--- src/core/usda_map.vh ---
// usda_map.vh: register offsets, field positions, reset values and timing counts
// assumes: included by the shadow data access design files
`ifndef USDA_MAP_VH
`define USDA_MAP_VH
`define USDA_OFS_SLOT7      32'h5000114c
`define USDA_OFS_SLOT8      32'h50001150
`define USDA_OFS_CTRL       32'h50001180
`define USDA_OFS_STAT       32'h50001184
`define USDA_ADDR_W         32
`define USDA_DATA_LSB       0
`define USDA_DATA_MSB       7
`define USDA_CTRL_FIFO_EN   0
`define USDA_CTRL_IR_MODE   1
`define USDA_STAT_DR        0
`define USDA_STAT_TRANSMIT_HOLDING_EMPTY_FLAG      5
`define USDA_STAT_OVR       1
`define USDA_CTRL_RST       32'h00000000
`define USDA_FIFO_DEPTH     16
`define USDA_BUF_DEPTH      32
`define USDA_BAUD_HZ        115200
`define USDA_CLK_HZ         40000000
`define USDA_BIT_CYC        (`USDA_CLK_HZ / `USDA_BAUD_HZ)
`endif

--- src/core/usda_fifo.v ---
// usda_fifo.v: synchronous fifo with registered read data, valid/ready both sides
// assumes: single clock, synchronous active-low reset
`default_nettype none
module usda_fifo #(
  parameter WIDTH = 8,
  parameter DEPTH = 32,
  parameter AW    = 5
) (
  input  wire             clk_sys_i,
  input  wire             reset_n_i,
  input  wire             flush_i,
  input  wire [AW:0]      limit_i,
  input  wire             in_valid_i,
  output wire             in_ready_o,
  input  wire [WIDTH-1:0] in_data_i,
  output reg              out_valid_o,
  input  wire             out_ready_i,
  output reg  [WIDTH-1:0] out_data_o,
  output wire [AW:0]      count_o
);
  reg [WIDTH-1:0] mem_r [0:DEPTH-1];
  reg [AW-1:0]    wp_r;
  reg [AW-1:0]    rp_r;
  reg [AW:0]      cnt_r;
  wire            push;
  wire            pop;
  // output register counts as one stored entry
  assign count_o    = cnt_r;
  assign in_ready_o = (cnt_r < limit_i);
  assign push       = in_valid_i & in_ready_o;
  assign pop        = (cnt_r != {(AW+1){1'b0}}) & (~out_valid_o | out_ready_i)
                      & ~(out_valid_o & ~out_ready_i);
  always @(posedge clk_sys_i) begin
    if (push)
      mem_r[wp_r] <= in_data_i;
  end
  always @(posedge clk_sys_i) begin
    if (!reset_n_i || flush_i) begin
      wp_r        <= {AW{1'b0}};
      rp_r        <= {AW{1'b0}};
      cnt_r       <= {(AW+1){1'b0}};
      out_valid_o <= 1'b0;
      out_data_o  <= {WIDTH{1'b0}};
    end else begin
      if (push)
        wp_r <= wp_r + 1'b1;
      if (out_valid_o && out_ready_i)
        out_valid_o <= 1'b0;
      if (pop && (rp_r != wp_r || cnt_r > {{AW{1'b0}}, out_valid_o})) begin
        out_data_o  <= mem_r[rp_r];
        out_valid_o <= 1'b1;
        rp_r        <= rp_r + 1'b1;
      end
      cnt_r <= cnt_r + {{AW{1'b0}}, push}
               - {{AW{1'b0}}, (out_valid_o & out_ready_i)};
    end
  end
endmodule // usda_fifo
`default_nettype wire

--- src/core/usda_core.v ---
// usda_core.v: uart shadow data access path with axi4-lite slave and serial/ir line
// assumes: 40 MHz clk_sys_i, synchronous active-low reset, asynchronous line inputs
`default_nettype none
`include "usda_map.vh"
module usda_core #(
  parameter FIFO_DEPTH = `USDA_FIFO_DEPTH,
  parameter BIT_CYC    = `USDA_BIT_CYC
) (
  input  wire        clk_sys_i,
  input  wire        reset_n_i,
  input  wire [31:0] s_axi_awaddr,
  input  wire        s_axi_awvalid,
  output reg         s_axi_awready,
  input  wire [31:0] s_axi_wdata,
  input  wire [3:0]  s_axi_wstrb,
  input  wire        s_axi_wvalid,
  output reg         s_axi_wready,
  output reg  [1:0]  s_axi_bresp,
  output reg         s_axi_bvalid,
  input  wire        s_axi_bready,
  input  wire [31:0] s_axi_araddr,
  input  wire        s_axi_arvalid,
  output reg         s_axi_arready,
  output reg  [31:0] s_axi_rdata,
  output reg  [1:0]  s_axi_rresp,
  output reg         s_axi_rvalid,
  input  wire        s_axi_rready,
  input  wire        serial_in_i,
  input  wire        ir_in_i,
  output reg         serial_out_o,
  output reg         ir_out_n_o
);
  localparam RXS_IDLE = 2'd0;
  localparam RXS_DATA = 2'd1;
  localparam RXS_STOP = 2'd2;
  localparam TXS_IDLE = 2'd0;
  localparam TXS_DATA = 2'd1;
  localparam TXS_STOP = 2'd2;
  localparam [31:0] BIT_W    = BIT_CYC;
  localparam [31:0] FDEP_W   = FIFO_DEPTH;
  // bit counters are 16 bits wide: bit times above 65535 clocks are not supported
  localparam [15:0] BIT_C    = BIT_W[15:0];
  localparam [15:0] HALF_C   = BIT_W[16:1];
  localparam [5:0]  FIFO_LIM = FDEP_W[5:0];

  function sel_slot;
    input [31:0] a;
    begin
      sel_slot = (a == `USDA_OFS_SLOT7) || (a == `USDA_OFS_SLOT8);
    end
  endfunction

  reg  [31:0] ctrl_r;
  reg         overrun_r;
  reg  [7:0]  rx_hold_r;
  reg         rx_hold_v_r;
  reg  [7:0]  tx_hold_r;
  reg         transmit_holding_empty_flag_r;
  wire        fifo_en = ctrl_r[`USDA_CTRL_FIFO_EN];
  wire        ir_mode = ctrl_r[`USDA_CTRL_IR_MODE];

  // line synchronisers: first stage only feeds second
  reg [1:0] ser_s_r;
  reg [1:0] ir_s_r;
  always @(posedge clk_sys_i) begin
    if (!reset_n_i) begin
      ser_s_r <= 2'b11;
      ir_s_r  <= 2'b11;
    end else begin
      ser_s_r <= {ser_s_r[0], serial_in_i};
      ir_s_r  <= {ir_s_r[0], ir_in_i};
    end
  end
  // ir input idles high, active-low pulses like the serial line
  wire rx_line = ir_mode ? ir_s_r[1] : ser_s_r[1];

  // receiver
  reg [1:0]  rx_st_r;
  reg [15:0] rx_cnt_r;
  reg [2:0]  rx_bit_r;
  reg [7:0]  rx_sh_r;
  reg        rx_done_r;
  always @(posedge clk_sys_i) begin
    if (!reset_n_i) begin
      rx_st_r   <= RXS_IDLE;
      rx_cnt_r  <= 16'h0000;
      rx_bit_r  <= 3'h0;
      rx_sh_r   <= 8'h00;
      rx_done_r <= 1'b0;
    end else begin
      rx_done_r <= 1'b0;
      case (rx_st_r)
        RXS_IDLE: begin
          if (!rx_line) begin
            rx_cnt_r <= HALF_C + BIT_C - 16'h0001;
            rx_bit_r <= 3'h0;
            rx_st_r  <= RXS_DATA;
          end
        end
        RXS_DATA: begin
          if (rx_cnt_r != 16'h0000)
            rx_cnt_r <= rx_cnt_r - 16'h0001;
          else begin
            rx_sh_r  <= {rx_line, rx_sh_r[7:1]};
            rx_cnt_r <= BIT_C - 16'h0001;
            rx_bit_r <= rx_bit_r + 3'h1;
            if (rx_bit_r == 3'h7)
              rx_st_r <= RXS_STOP;
          end
        end
        RXS_STOP: begin
          if (rx_cnt_r != 16'h0000)
            rx_cnt_r <= rx_cnt_r - 16'h0001;
          else begin
            rx_done_r <= 1'b1;
            rx_st_r   <= RXS_IDLE;
          end
        end
        default: rx_st_r <= RXS_IDLE;
      endcase
    end
  end

  // axi read/write decode
  wire       aw_hit = s_axi_awvalid & s_axi_wvalid & ~s_axi_bvalid;
  wire       wr_go  = aw_hit & ~s_axi_awready;
  wire       wr_slot = wr_go & sel_slot(s_axi_awaddr) & s_axi_wstrb[0];
  wire       rd_go  = s_axi_arvalid & ~s_axi_rvalid & ~s_axi_arready;
  wire       rd_slot = rd_go & sel_slot(s_axi_araddr);

  // receive fifo
  wire       rxf_in_ready;
  wire       rxf_valid;
  wire [7:0] rxf_data;
  wire       rxf_pop = rd_slot & fifo_en & rxf_valid;
  usda_fifo #(.WIDTH(8), .DEPTH(`USDA_BUF_DEPTH), .AW(5)) u_rx_fifo (
    .clk_sys_i   (clk_sys_i),
    .reset_n_i   (reset_n_i),
    .flush_i     (~fifo_en),
    .limit_i     (FIFO_LIM),
    .in_valid_i  (rx_done_r & fifo_en),
    .in_ready_o  (rxf_in_ready),
    .in_data_i   (rx_sh_r),
    .out_valid_o (rxf_valid),
    .out_ready_i (rxf_pop),
    .out_data_o  (rxf_data),
    .count_o     ()
  );

  // transmit fifo
  reg        txf_take_r;
  wire       txf_valid;
  wire [7:0] txf_data;
  usda_fifo #(.WIDTH(8), .DEPTH(`USDA_BUF_DEPTH), .AW(5)) u_tx_fifo (
    .clk_sys_i   (clk_sys_i),
    .reset_n_i   (reset_n_i),
    .flush_i     (~fifo_en),
    .limit_i     (FIFO_LIM),
    .in_valid_i  (wr_slot & fifo_en),
    .in_ready_o  (),
    .in_data_i   (s_axi_wdata[`USDA_DATA_MSB:`USDA_DATA_LSB]),
    .out_valid_o (txf_valid),
    .out_ready_i (txf_take_r),
    .out_data_o  (txf_data),
    .count_o     ()
  );

  wire dr_flag = fifo_en ? rxf_valid : rx_hold_v_r;

  // receive holding and overrun; new event wins over read clear
  always @(posedge clk_sys_i) begin
    if (!reset_n_i) begin
      rx_hold_r   <= 8'h00;
      rx_hold_v_r <= 1'b0;
      overrun_r   <= 1'b0;
    end else begin
      if (rd_slot && !fifo_en)
        rx_hold_v_r <= 1'b0;
      if (rd_go && s_axi_araddr == `USDA_OFS_STAT)
        overrun_r <= 1'b0;
      if (rx_done_r && !fifo_en) begin
        rx_hold_r   <= rx_sh_r;
        rx_hold_v_r <= 1'b1;
        if (rx_hold_v_r && !rd_slot)
          overrun_r <= 1'b1;
      end
      if (rx_done_r && fifo_en && !rxf_in_ready)
        overrun_r <= 1'b1;
    end
  end

  // transmitter
  reg [1:0]  tx_st_r;
  reg [15:0] tx_cnt_r;
  reg [3:0]  tx_bit_r;
  reg [8:0]  tx_sh_r;
  wire       tx_src_v = fifo_en ? (txf_valid & ~txf_take_r) : ~transmit_holding_empty_flag_r;
  always @(posedge clk_sys_i) begin
    if (!reset_n_i) begin
      tx_st_r      <= TXS_IDLE;
      tx_cnt_r     <= 16'h0000;
      tx_bit_r     <= 4'h0;
      tx_sh_r      <= 9'h1ff;
      txf_take_r   <= 1'b0;
      tx_hold_r    <= 8'h00;
      transmit_holding_empty_flag_r       <= 1'b1;
      serial_out_o <= 1'b1;
      ir_out_n_o   <= 1'b1;
    end else begin
      txf_take_r <= 1'b0;
      if (wr_slot && !fifo_en) begin
        tx_hold_r <= s_axi_wdata[`USDA_DATA_MSB:`USDA_DATA_LSB];
        transmit_holding_empty_flag_r    <= 1'b0;
      end
      case (tx_st_r)
        TXS_IDLE: begin
          if (tx_src_v && !(wr_slot && !fifo_en)) begin
            tx_sh_r    <= {fifo_en ? txf_data : tx_hold_r, 1'b0};
            tx_cnt_r   <= BIT_C - 16'h0001;
            tx_bit_r   <= 4'h0;
            tx_st_r    <= TXS_DATA;
            txf_take_r <= fifo_en;
            if (!fifo_en)
              transmit_holding_empty_flag_r <= 1'b1;
          end else if (fifo_en)
            transmit_holding_empty_flag_r <= ~txf_valid;
        end
        TXS_DATA: begin
          if (tx_cnt_r != 16'h0000)
            tx_cnt_r <= tx_cnt_r - 16'h0001;
          else begin
            tx_sh_r  <= {1'b1, tx_sh_r[8:1]};
            tx_cnt_r <= BIT_C - 16'h0001;
            tx_bit_r <= tx_bit_r + 4'h1;
            if (tx_bit_r == 4'h8)
              tx_st_r <= TXS_STOP;
          end
        end
        TXS_STOP: begin
          if (tx_cnt_r != 16'h0000)
            tx_cnt_r <= tx_cnt_r - 16'h0001;
          else
            tx_st_r <= TXS_IDLE;
        end
        default: tx_st_r <= TXS_IDLE;
      endcase
      // ir output is active low: idle high, a zero bit pulses low
      serial_out_o <= ir_mode ? 1'b1 : tx_sh_r[0];
      ir_out_n_o   <= ir_mode ? tx_sh_r[0] : 1'b1;
    end
  end

  // axi write channel: both address and data taken together
  always @(posedge clk_sys_i) begin
    if (!reset_n_i) begin
      s_axi_awready <= 1'b0;
      s_axi_wready  <= 1'b0;
      s_axi_bvalid  <= 1'b0;
      s_axi_bresp   <= 2'b00;
      ctrl_r        <= `USDA_CTRL_RST;
    end else begin
      s_axi_awready <= wr_go;
      s_axi_wready  <= wr_go;
      if (wr_go) begin
        s_axi_bvalid <= 1'b1;
        if (sel_slot(s_axi_awaddr))
          s_axi_bresp <= 2'b00;
        else if (s_axi_awaddr == `USDA_OFS_CTRL) begin
          s_axi_bresp <= 2'b00;
          if (s_axi_wstrb[0])
            ctrl_r <= {30'h00000000, s_axi_wdata[1:0]};
        end else
          s_axi_bresp <= 2'b10;
      end else if (s_axi_bready)
        s_axi_bvalid <= 1'b0;
    end
  end

  // axi read channel; one cycle answer
  always @(posedge clk_sys_i) begin
    if (!reset_n_i) begin
      s_axi_arready <= 1'b0;
      s_axi_rvalid  <= 1'b0;
      s_axi_rdata   <= 32'h00000000;
      s_axi_rresp   <= 2'b00;
    end else begin
      s_axi_arready <= rd_go;
      if (rd_go) begin
        s_axi_rvalid <= 1'b1;
        s_axi_rresp  <= 2'b00;
        if (sel_slot(s_axi_araddr))
          s_axi_rdata <= {24'h000000, fifo_en ? rxf_data : rx_hold_r};
        else if (s_axi_araddr == `USDA_OFS_CTRL)
          s_axi_rdata <= ctrl_r;
        else if (s_axi_araddr == `USDA_OFS_STAT)
          s_axi_rdata <= {26'h0000000, transmit_holding_empty_flag_r, 3'h0, overrun_r, dr_flag};
        else begin
          s_axi_rdata <= 32'h00000000;
          s_axi_rresp <= 2'b10;
        end
      end else if (s_axi_rready)
        s_axi_rvalid <= 1'b0;
    end
  end
endmodule // usda_core
`default_nettype wire

--- config.mk ---
export PLATFORM = sky130hd
export DESIGN_NAME = usda_core
export DESIGN_NICKNAME = d
export VERILOG_FILES = /design/src/core/usda_fifo.v /design/src/core/usda_core.v
export VERILOG_INCLUDE_DIRS = /design/src /design/src/core
export SDC_FILE = /design/constraint.sdc
export NUM_CORES = 1
export LEC_CHECK = 0
export BUFFER_PORTS_ARGS = -buffer_cell sky130_fd_sc_hd__buf_4
export CAP_MARGIN = 20
export CORE_ASPECT_RATIO = 0.9
export CORE_MARGIN = 2
export CORE_UTILIZATION = 40
export DETAILED_ROUTE_END_ITERATION = 16
export PLACE_DENSITY = 0.56
export SKIP_LAST_GASP = 1
export SLEW_MARGIN = 15
export SYNTH_ARGS = -nofsm -noshare
export SYNTH_HDL_FRONTEND = slang
export SYNTH_SLANG_ARGS = --single-unit
--- constraint.sdc ---
create_clock -name clk_sys_i -period 8.7 [get_ports clk_sys_i]
set_input_delay 2.175 -clock clk_sys_i [delete_from_list [all_inputs] [get_ports clk_sys_i]]
set_output_delay 2.175 -clock clk_sys_i [all_outputs]
set_load 0.01 [all_outputs]
# == After elaboration in Yosys (flattened, before gate mapping) ==
# Memory sizes are Yosys's and may differ from the RTL's. A register that Yosys moved wholly into a read port is not among the register bits.
# Index checks and enable logic that the tools add are counted.
# word_totals
regBits,163
ram_bits,512
inputBits,109
out_inout_bits,43
elab_cells,230
memories,2
# classes
addsub,12
n_lt_le_gt_ge,4
eq_ne,25
muxes,64
bitwise,39
reduce_logical,49
# memory_table
memory,words,width,rd,rd_clocked_by_memory_dff,wr,line,rtl
u_rx_fifo.mem_r,32,8,1,1,1,usda_fifo.v:21,reg [WIDTH-1:0] mem_r [0:DEPTH-1];
u_tx_fifo.mem_r,32,8,1,1,1,usda_fifo.v:21,
# ops
operator,n
"32-bit by 31-bit equality test with 1-bit output, second input constant",7
16-bit 2-to-1 mux,6
16-bit one-hot mux with 3 select lines,2
16-bit nonzero test,2
"16-bit by 1-bit subtractor with 16-bit output, second input constant",2
1-bit 2-to-1 mux,27
2-bit 2-to-1 mux,13
8-bit 2-to-1 mux,3
1-bit bitwise AND,22
"5-bit by 1-bit adder with 5-bit output, second input constant",4
"2-bit inequality test, second input constant",10
9-bit 2-to-1 mux,2
9-bit one-hot mux with 2 select lines,1
1-bit inverter,15
3-bit AND reduction,5
2-bit nonzero test,7
6-bit by 1-bit adder with 6-bit output,2
6-bit by 1-bit > comparator with 1-bit output,2
1-bit logical AND,12
"6-bit by 5-bit less-than comparator with 1-bit output, second input constant",2
6-bit 2-to-1 mux,2
2-bit one-hot mux with 3 select lines,2
4-bit AND reduction,3
6-bit nonzero test,2
other kinds (19),38

# == Longest topological paths before layout ==
# logic_depth
word_depth,12
ltp_mapped,15
mapped_depth_nobuf,14

# == Cells and area by module ==
# Synthesis repeated with hierarchy kept, for this count alone.
# hier_totals
cells_unflattened,1943
area_unflattened_um2,28213.3
# modules_own_cells
mod,n_inst,cells_per_inst,area_each_um2,seq_area_each_um2
usda_fifo (u_rx_fifo),1,648,11410.9,8187.9
usda_fifo (u_tx_fifo),1,621,11343.4,8187.9
usda_core,1,674,5459.0,2062.0

# == Worst setup path before layout ==
# No wires, ideal clock.
# synth_timing
path_type,input -> register
start,input s_axi_araddr[20]
end,register u_rx_fifo.cnt_r[4] (netlist: u_rx_fifo.count_o[4])
setup_time_ps,128
t_arrival_ps,4676
required_ps,8572
setup_slack_ps,3896
stages,14
n_path_buf,0
path_cell_list,or4b_1 or3_1 nor4_1 ha_1 inv_1 ha_1 inv_1 fa_1 inv_1 a21oi_1 nor2_1 nor2_1 xor2_1 nor2_1
# synth_via
elab_chain_len,7
word_cells_on_any_way,8
cone_classes,add/sub: 1; eq/ne: 2; bitwise: 4; reduce/logical: 1
# synth_lines
element,line,rtl
from (decl),usda_core.v:21,"input wire [31:0] s_axi_araddr,"
32-bit by 31-bit equality test with 1-bit output (no line),-,
1-bit logical OR *,usda_core.v:49,sel_slot = (a == `USDA_OFS_SLOT7) || (a == `USDA_OFS_SLOT8);
1-bit bitwise AND *,usda_core.v:129,wire rd_slot = rd_go & sel_slot(s_axi_araddr);
1-bit bitwise AND * (2 in series),usda_core.v:135,wire rxf_pop = rd_slot & fifo_en & rxf_valid;
1-bit bitwise AND *,usda_fifo.v:55,"- {{AW{1'b0}}, (out_valid_o & out_ready_i)};"
6-bit by 1-bit subtractor with 6-bit output *,usda_fifo.v:55,
to (signal assigned),usda_fifo.v:41,cnt_r <= {(AW+1){1'b0}};
to (signal assigned),usda_fifo.v:54,"cnt_r <= cnt_r + {{AW{1'b0}}, push}"
to (decl),usda_fifo.v:24,reg [AW:0] cnt_r;
# Every way passes the cells marked *; elsewhere a longest branch is shown, timed or not.
# A chain may end at the register's enable or synchronous reset.

# == Final worst setup path ==
# Same ends and word-level chain as after synthesis.

==> reports/metrics.cfg <==
[status]
status = finished, final reports clean

[sta]
report.final.setup_viol = 0
fmax_mhz = 219
final.setup.tns_ps = 0
final-hold-violation-count = 0
timing.final.max_slew_violations = 0
rsz0062_at_grt = no
clock-skew-final_ps = 30.2
worst-slew-pin-transition_ps = 1040
final_min_period_over_clock_period = 0.525
final_period_minus_worst_setup_slack_ps = 4570
timing.slew.headroom = 0.306

[clock_network]
cts_max_level = 3
clk-insertion-delay-late_ps = 620
post-cts-setup-buffer-count = 0
tritoncts_clock_tree = yes
clk_root_buffer_cell = sky130_fd_sc_hd__clkbuf_16
tritoncts.num_buffers = 72
clock_path_buffers = 3
cts_resized = 0
cts_sinks = 665
cts_hold_buf = 0
path_clk_slew_ps = 60

[place]
dpl-instance-area_um2 = 29200
routabilityCongestion = 0.781
dp.final_hpwl_mm = 38.2
port_buffers = 98

[floorplan]
fp-row-count = 91
floorplan.die.width_um = 281
initial_utilization = 0.404
dieHeight_um = 253
io-pin-count = 152
floorplan.core_area_um2 = 68400
floorplan.die_area_um2 = 71200

[cells_and_area]
area_delta_synth_final_pct = 14.8
num-nets-final = 2080
final-seq-area_um2 = 18500
final_area_um2 = 31700
n_fill_cell = 5939
layout.cells.most_common = sky130_fd_sc_hd__edfxtp_1
drive_gt1_frac = 0.192
multi_input_comb_area_um2 = 8510
antenna_cells = 0
layout_common_cells = sky130_fd_sc_hd__edfxtp_1 (512), sky130_fd_sc_hd__nor2_1 (180), sky130_fd_sc_hd__dfxtp_1 (149)

[synthesis]
async_flop_share = 0
sequential_cell_area_fraction_in_the_yosys_report = 0.667
dominantRegCellSynth = sky130_fd_sc_hd__edfxtp_1
yosys_warnings = 0
synth_area_per_cell_um2 = 15.1
synth_edf_count = 512
number_of_unique_standard_cell_types_used_by_synthesis = 81
synthesis.instances = 1827
number_of_synthesized_register_bits = 665
netlist_area_um2 = 27600

[critical_path]
crit_path_cell_trace = buf_4, or4b_1, or3_1, nor4_1, ha_1, inv_1, ha_1, inv_1, fa_1, inv_1, a21oi_1, nor2_1, nor2_1, xor2_1, nor2_1
critical_path.top_delay_family = simple AND/OR/NAND/NOR gates
timing_worst_setup_path_type = input pin to flip-flop
worstPathRequired_ps = 9190
cp_slowest_stage_delay_ps = 630
startpoint_type_of_the_worst_setup_path = input pin
critical_path.endpoint_type = flip-flop
cp_slowest_cell = sky130_fd_sc_hd__or4b_1
critical_path.max_fanout = 2
critical_path.n_buffers_inverters = 4
worst-endpoint-arrival_ps = 5050

[pwr]
power_per_cell_area_nw_per_um2 = 227
post-layout-total-power_mw = 7.20
cell_internal_pwr_mw = 5.59
share_seq_of_total_power = 0.483
pwr-share-clk = 0.453
combPwrFrac = 0.064
maximum_vdd_ir_drop_uv = 143
switching_share = 0.224
p_switching_mw = 1.61
leakage_nw = 10.1

[global_routing]
grt_overflow_total = 0
maximum_number_of_pins_on_one_net_before_global_route_repair = 69
number_of_global_route_vias_before_repair = 15664
initial_antenna_violation_count = 0
gr-usage-all-layers = 0.174
grt_pass1_wl_mm = 93.6

[detailed_routing]
drt.antenna.violating_nets = 0
dr_wl_met3_mm = 3.65
wirelength_met1_mm = 28.4
detailed_route_wire_length_per_cell_um = 21.2
drt_wl_total_mm = 61.6
drc_violation_count_after_routing = 0
routed-via-count = 15716
initial_drc_count = 1195
via_per_inst = 5.40
met2RoutedLength_mm = 28.2
routed.top_layer = met4
drtPass1Iterations = 5

[job]
maxCapViolations = 0

[hold_path]
min_path_type = flip-flop to flip-flop

-- routing by layer --
metal,vias up,track usage
li1,7240,-
met1,7954,0.251
met2,423,0.266
met3,99,0.0360
met4,0,0.0503
met5,-,0
-- cell type report --
class / count / area share
Sequential cell: 665 / 0.582
Tap cell: 930 / 0.0367
Inverter: 48 / 0.00568
Clock inverter: 47 / 0.0202
Clock buffer: 83 / 0.0597
Timing Repair Buffer: 118 / 0.0279
Multi-Input combinational cell: 1019 / 0.268
-- flip-flops by register name (all words and copies together), names as in the netlist, 9 cells and up --
name and count:
tx_cnt_r 16, u_rx_fifo.mem_r 256, rx_cnt_r 16, tx_sh_r 9, u_tx_fifo.mem_r 256
-- power by group through the flow --
stage          registers [mW]  logic [mW]  clock network, mW
6_report                 3.48       0.459               3.26
5_1_grt                  3.49       0.509               3.44
4_1_cts                  3.48       0.457               3.33
3_5_place_dp             3.55       0.455                  0
3_3_place_gp             3.54       0.440                  0
2_1_floorplan            3.55       0.326                  0
-- kinds of logic after synthesis --
group / synth area share
compound gates: 0.0686
xor+xnor: 0.0114
fa+ha+maj: 0.0218
buf+inv: 0.0287
flops: 0.667
mux: 0.127
other cells: 0.000136
simple gates: 0.0752
-- stage by stage --
stage | utilization | setup slack (ps) | cells | hold slack (ps)
floorplan | - | 3900 | 1852 | 386
global placement | 0.427 | 3420 | 2780 | 398
detailed placement | 0.427 | 3420 | 2780 | 397
CTS | 0.464 | 4060 | 2910 | 413
global route | 0.464 | 3890 | 2910 | 426
finish | 0.464 | 4130 | 2910 | 408
-- synth_stat cells, types with 9 or more instances --
cell type                  count  share of area
sky130_fd_sc_hd__edfxtp_1    512           0.56
sky130_fd_sc_hd__dfxtp_1     153           0.11
sky130_fd_sc_hd__mux4_2      116          0.095
sky130_fd_sc_hd__o211ai_1      9         0.0024
sky130_fd_sc_hd__a221oi_1     12         0.0038
sky130_fd_sc_hd__xnor2_1      13         0.0041
sky130_fd_sc_hd__a221o_1       9         0.0033
sky130_fd_sc_hd__nand2b_1     10         0.0023
sky130_fd_sc_hd__buf_1        13         0.0018
sky130_fd_sc_hd__nand3b_1      9         0.0024
sky130_fd_sc_hd__ha_1         45          0.020
sky130_fd_sc_hd__inv_1        47         0.0064
sky130_fd_sc_hd__nand2_1      81          0.011
sky130_fd_sc_hd__buf_4        34         0.0092
sky130_fd_sc_hd__a22oi_1      11         0.0030
sky130_fd_sc_hd__nand3_1      29         0.0053
sky130_fd_sc_hd__buf_2        29         0.0053
sky130_fd_sc_hd__nor4_1       11         0.0025
sky130_fd_sc_hd__a21oi_1      88          0.016
sky130_fd_sc_hd__o221ai_1     13         0.0041
sky130_fd_sc_hd__mux2i_1      83          0.030
sky130_fd_sc_hd__nor2_1      180          0.024
sky130_fd_sc_hd__clkbuf_1     44         0.0060
sky130_fd_sc_hd__o21ai_0      46         0.0083
sky130_fd_sc_hd__nor3_1       15         0.0027
sky130_fd_sc_hd__o22ai_1      19         0.0043
sky130_fd_sc_hd__xor2_1       23         0.0073
sky130_fd_sc_hd__or3_1        15         0.0034
-- worst paths after layout --
| kind | depth (start not counted) | end | slack (ps) | startpoint |
|---|---|---|---|---|
| hold / removal | 1 | ir_s_r[1] | 410 | ir_s_r[0] |
| setup / recovery | 15 | u_rx_fifo.count_o[4] | 4130 | s_axi_araddr[20] |
| hold reg to reg | 1 | ir_s_r[1] | 410 | ir_s_r[0] |
| setup reg to reg | 8 | u_tx_fifo.out_data_o[5] | 5240 | u_tx_fifo.rp_r[0] |
(Power assumes the default switching activity.)
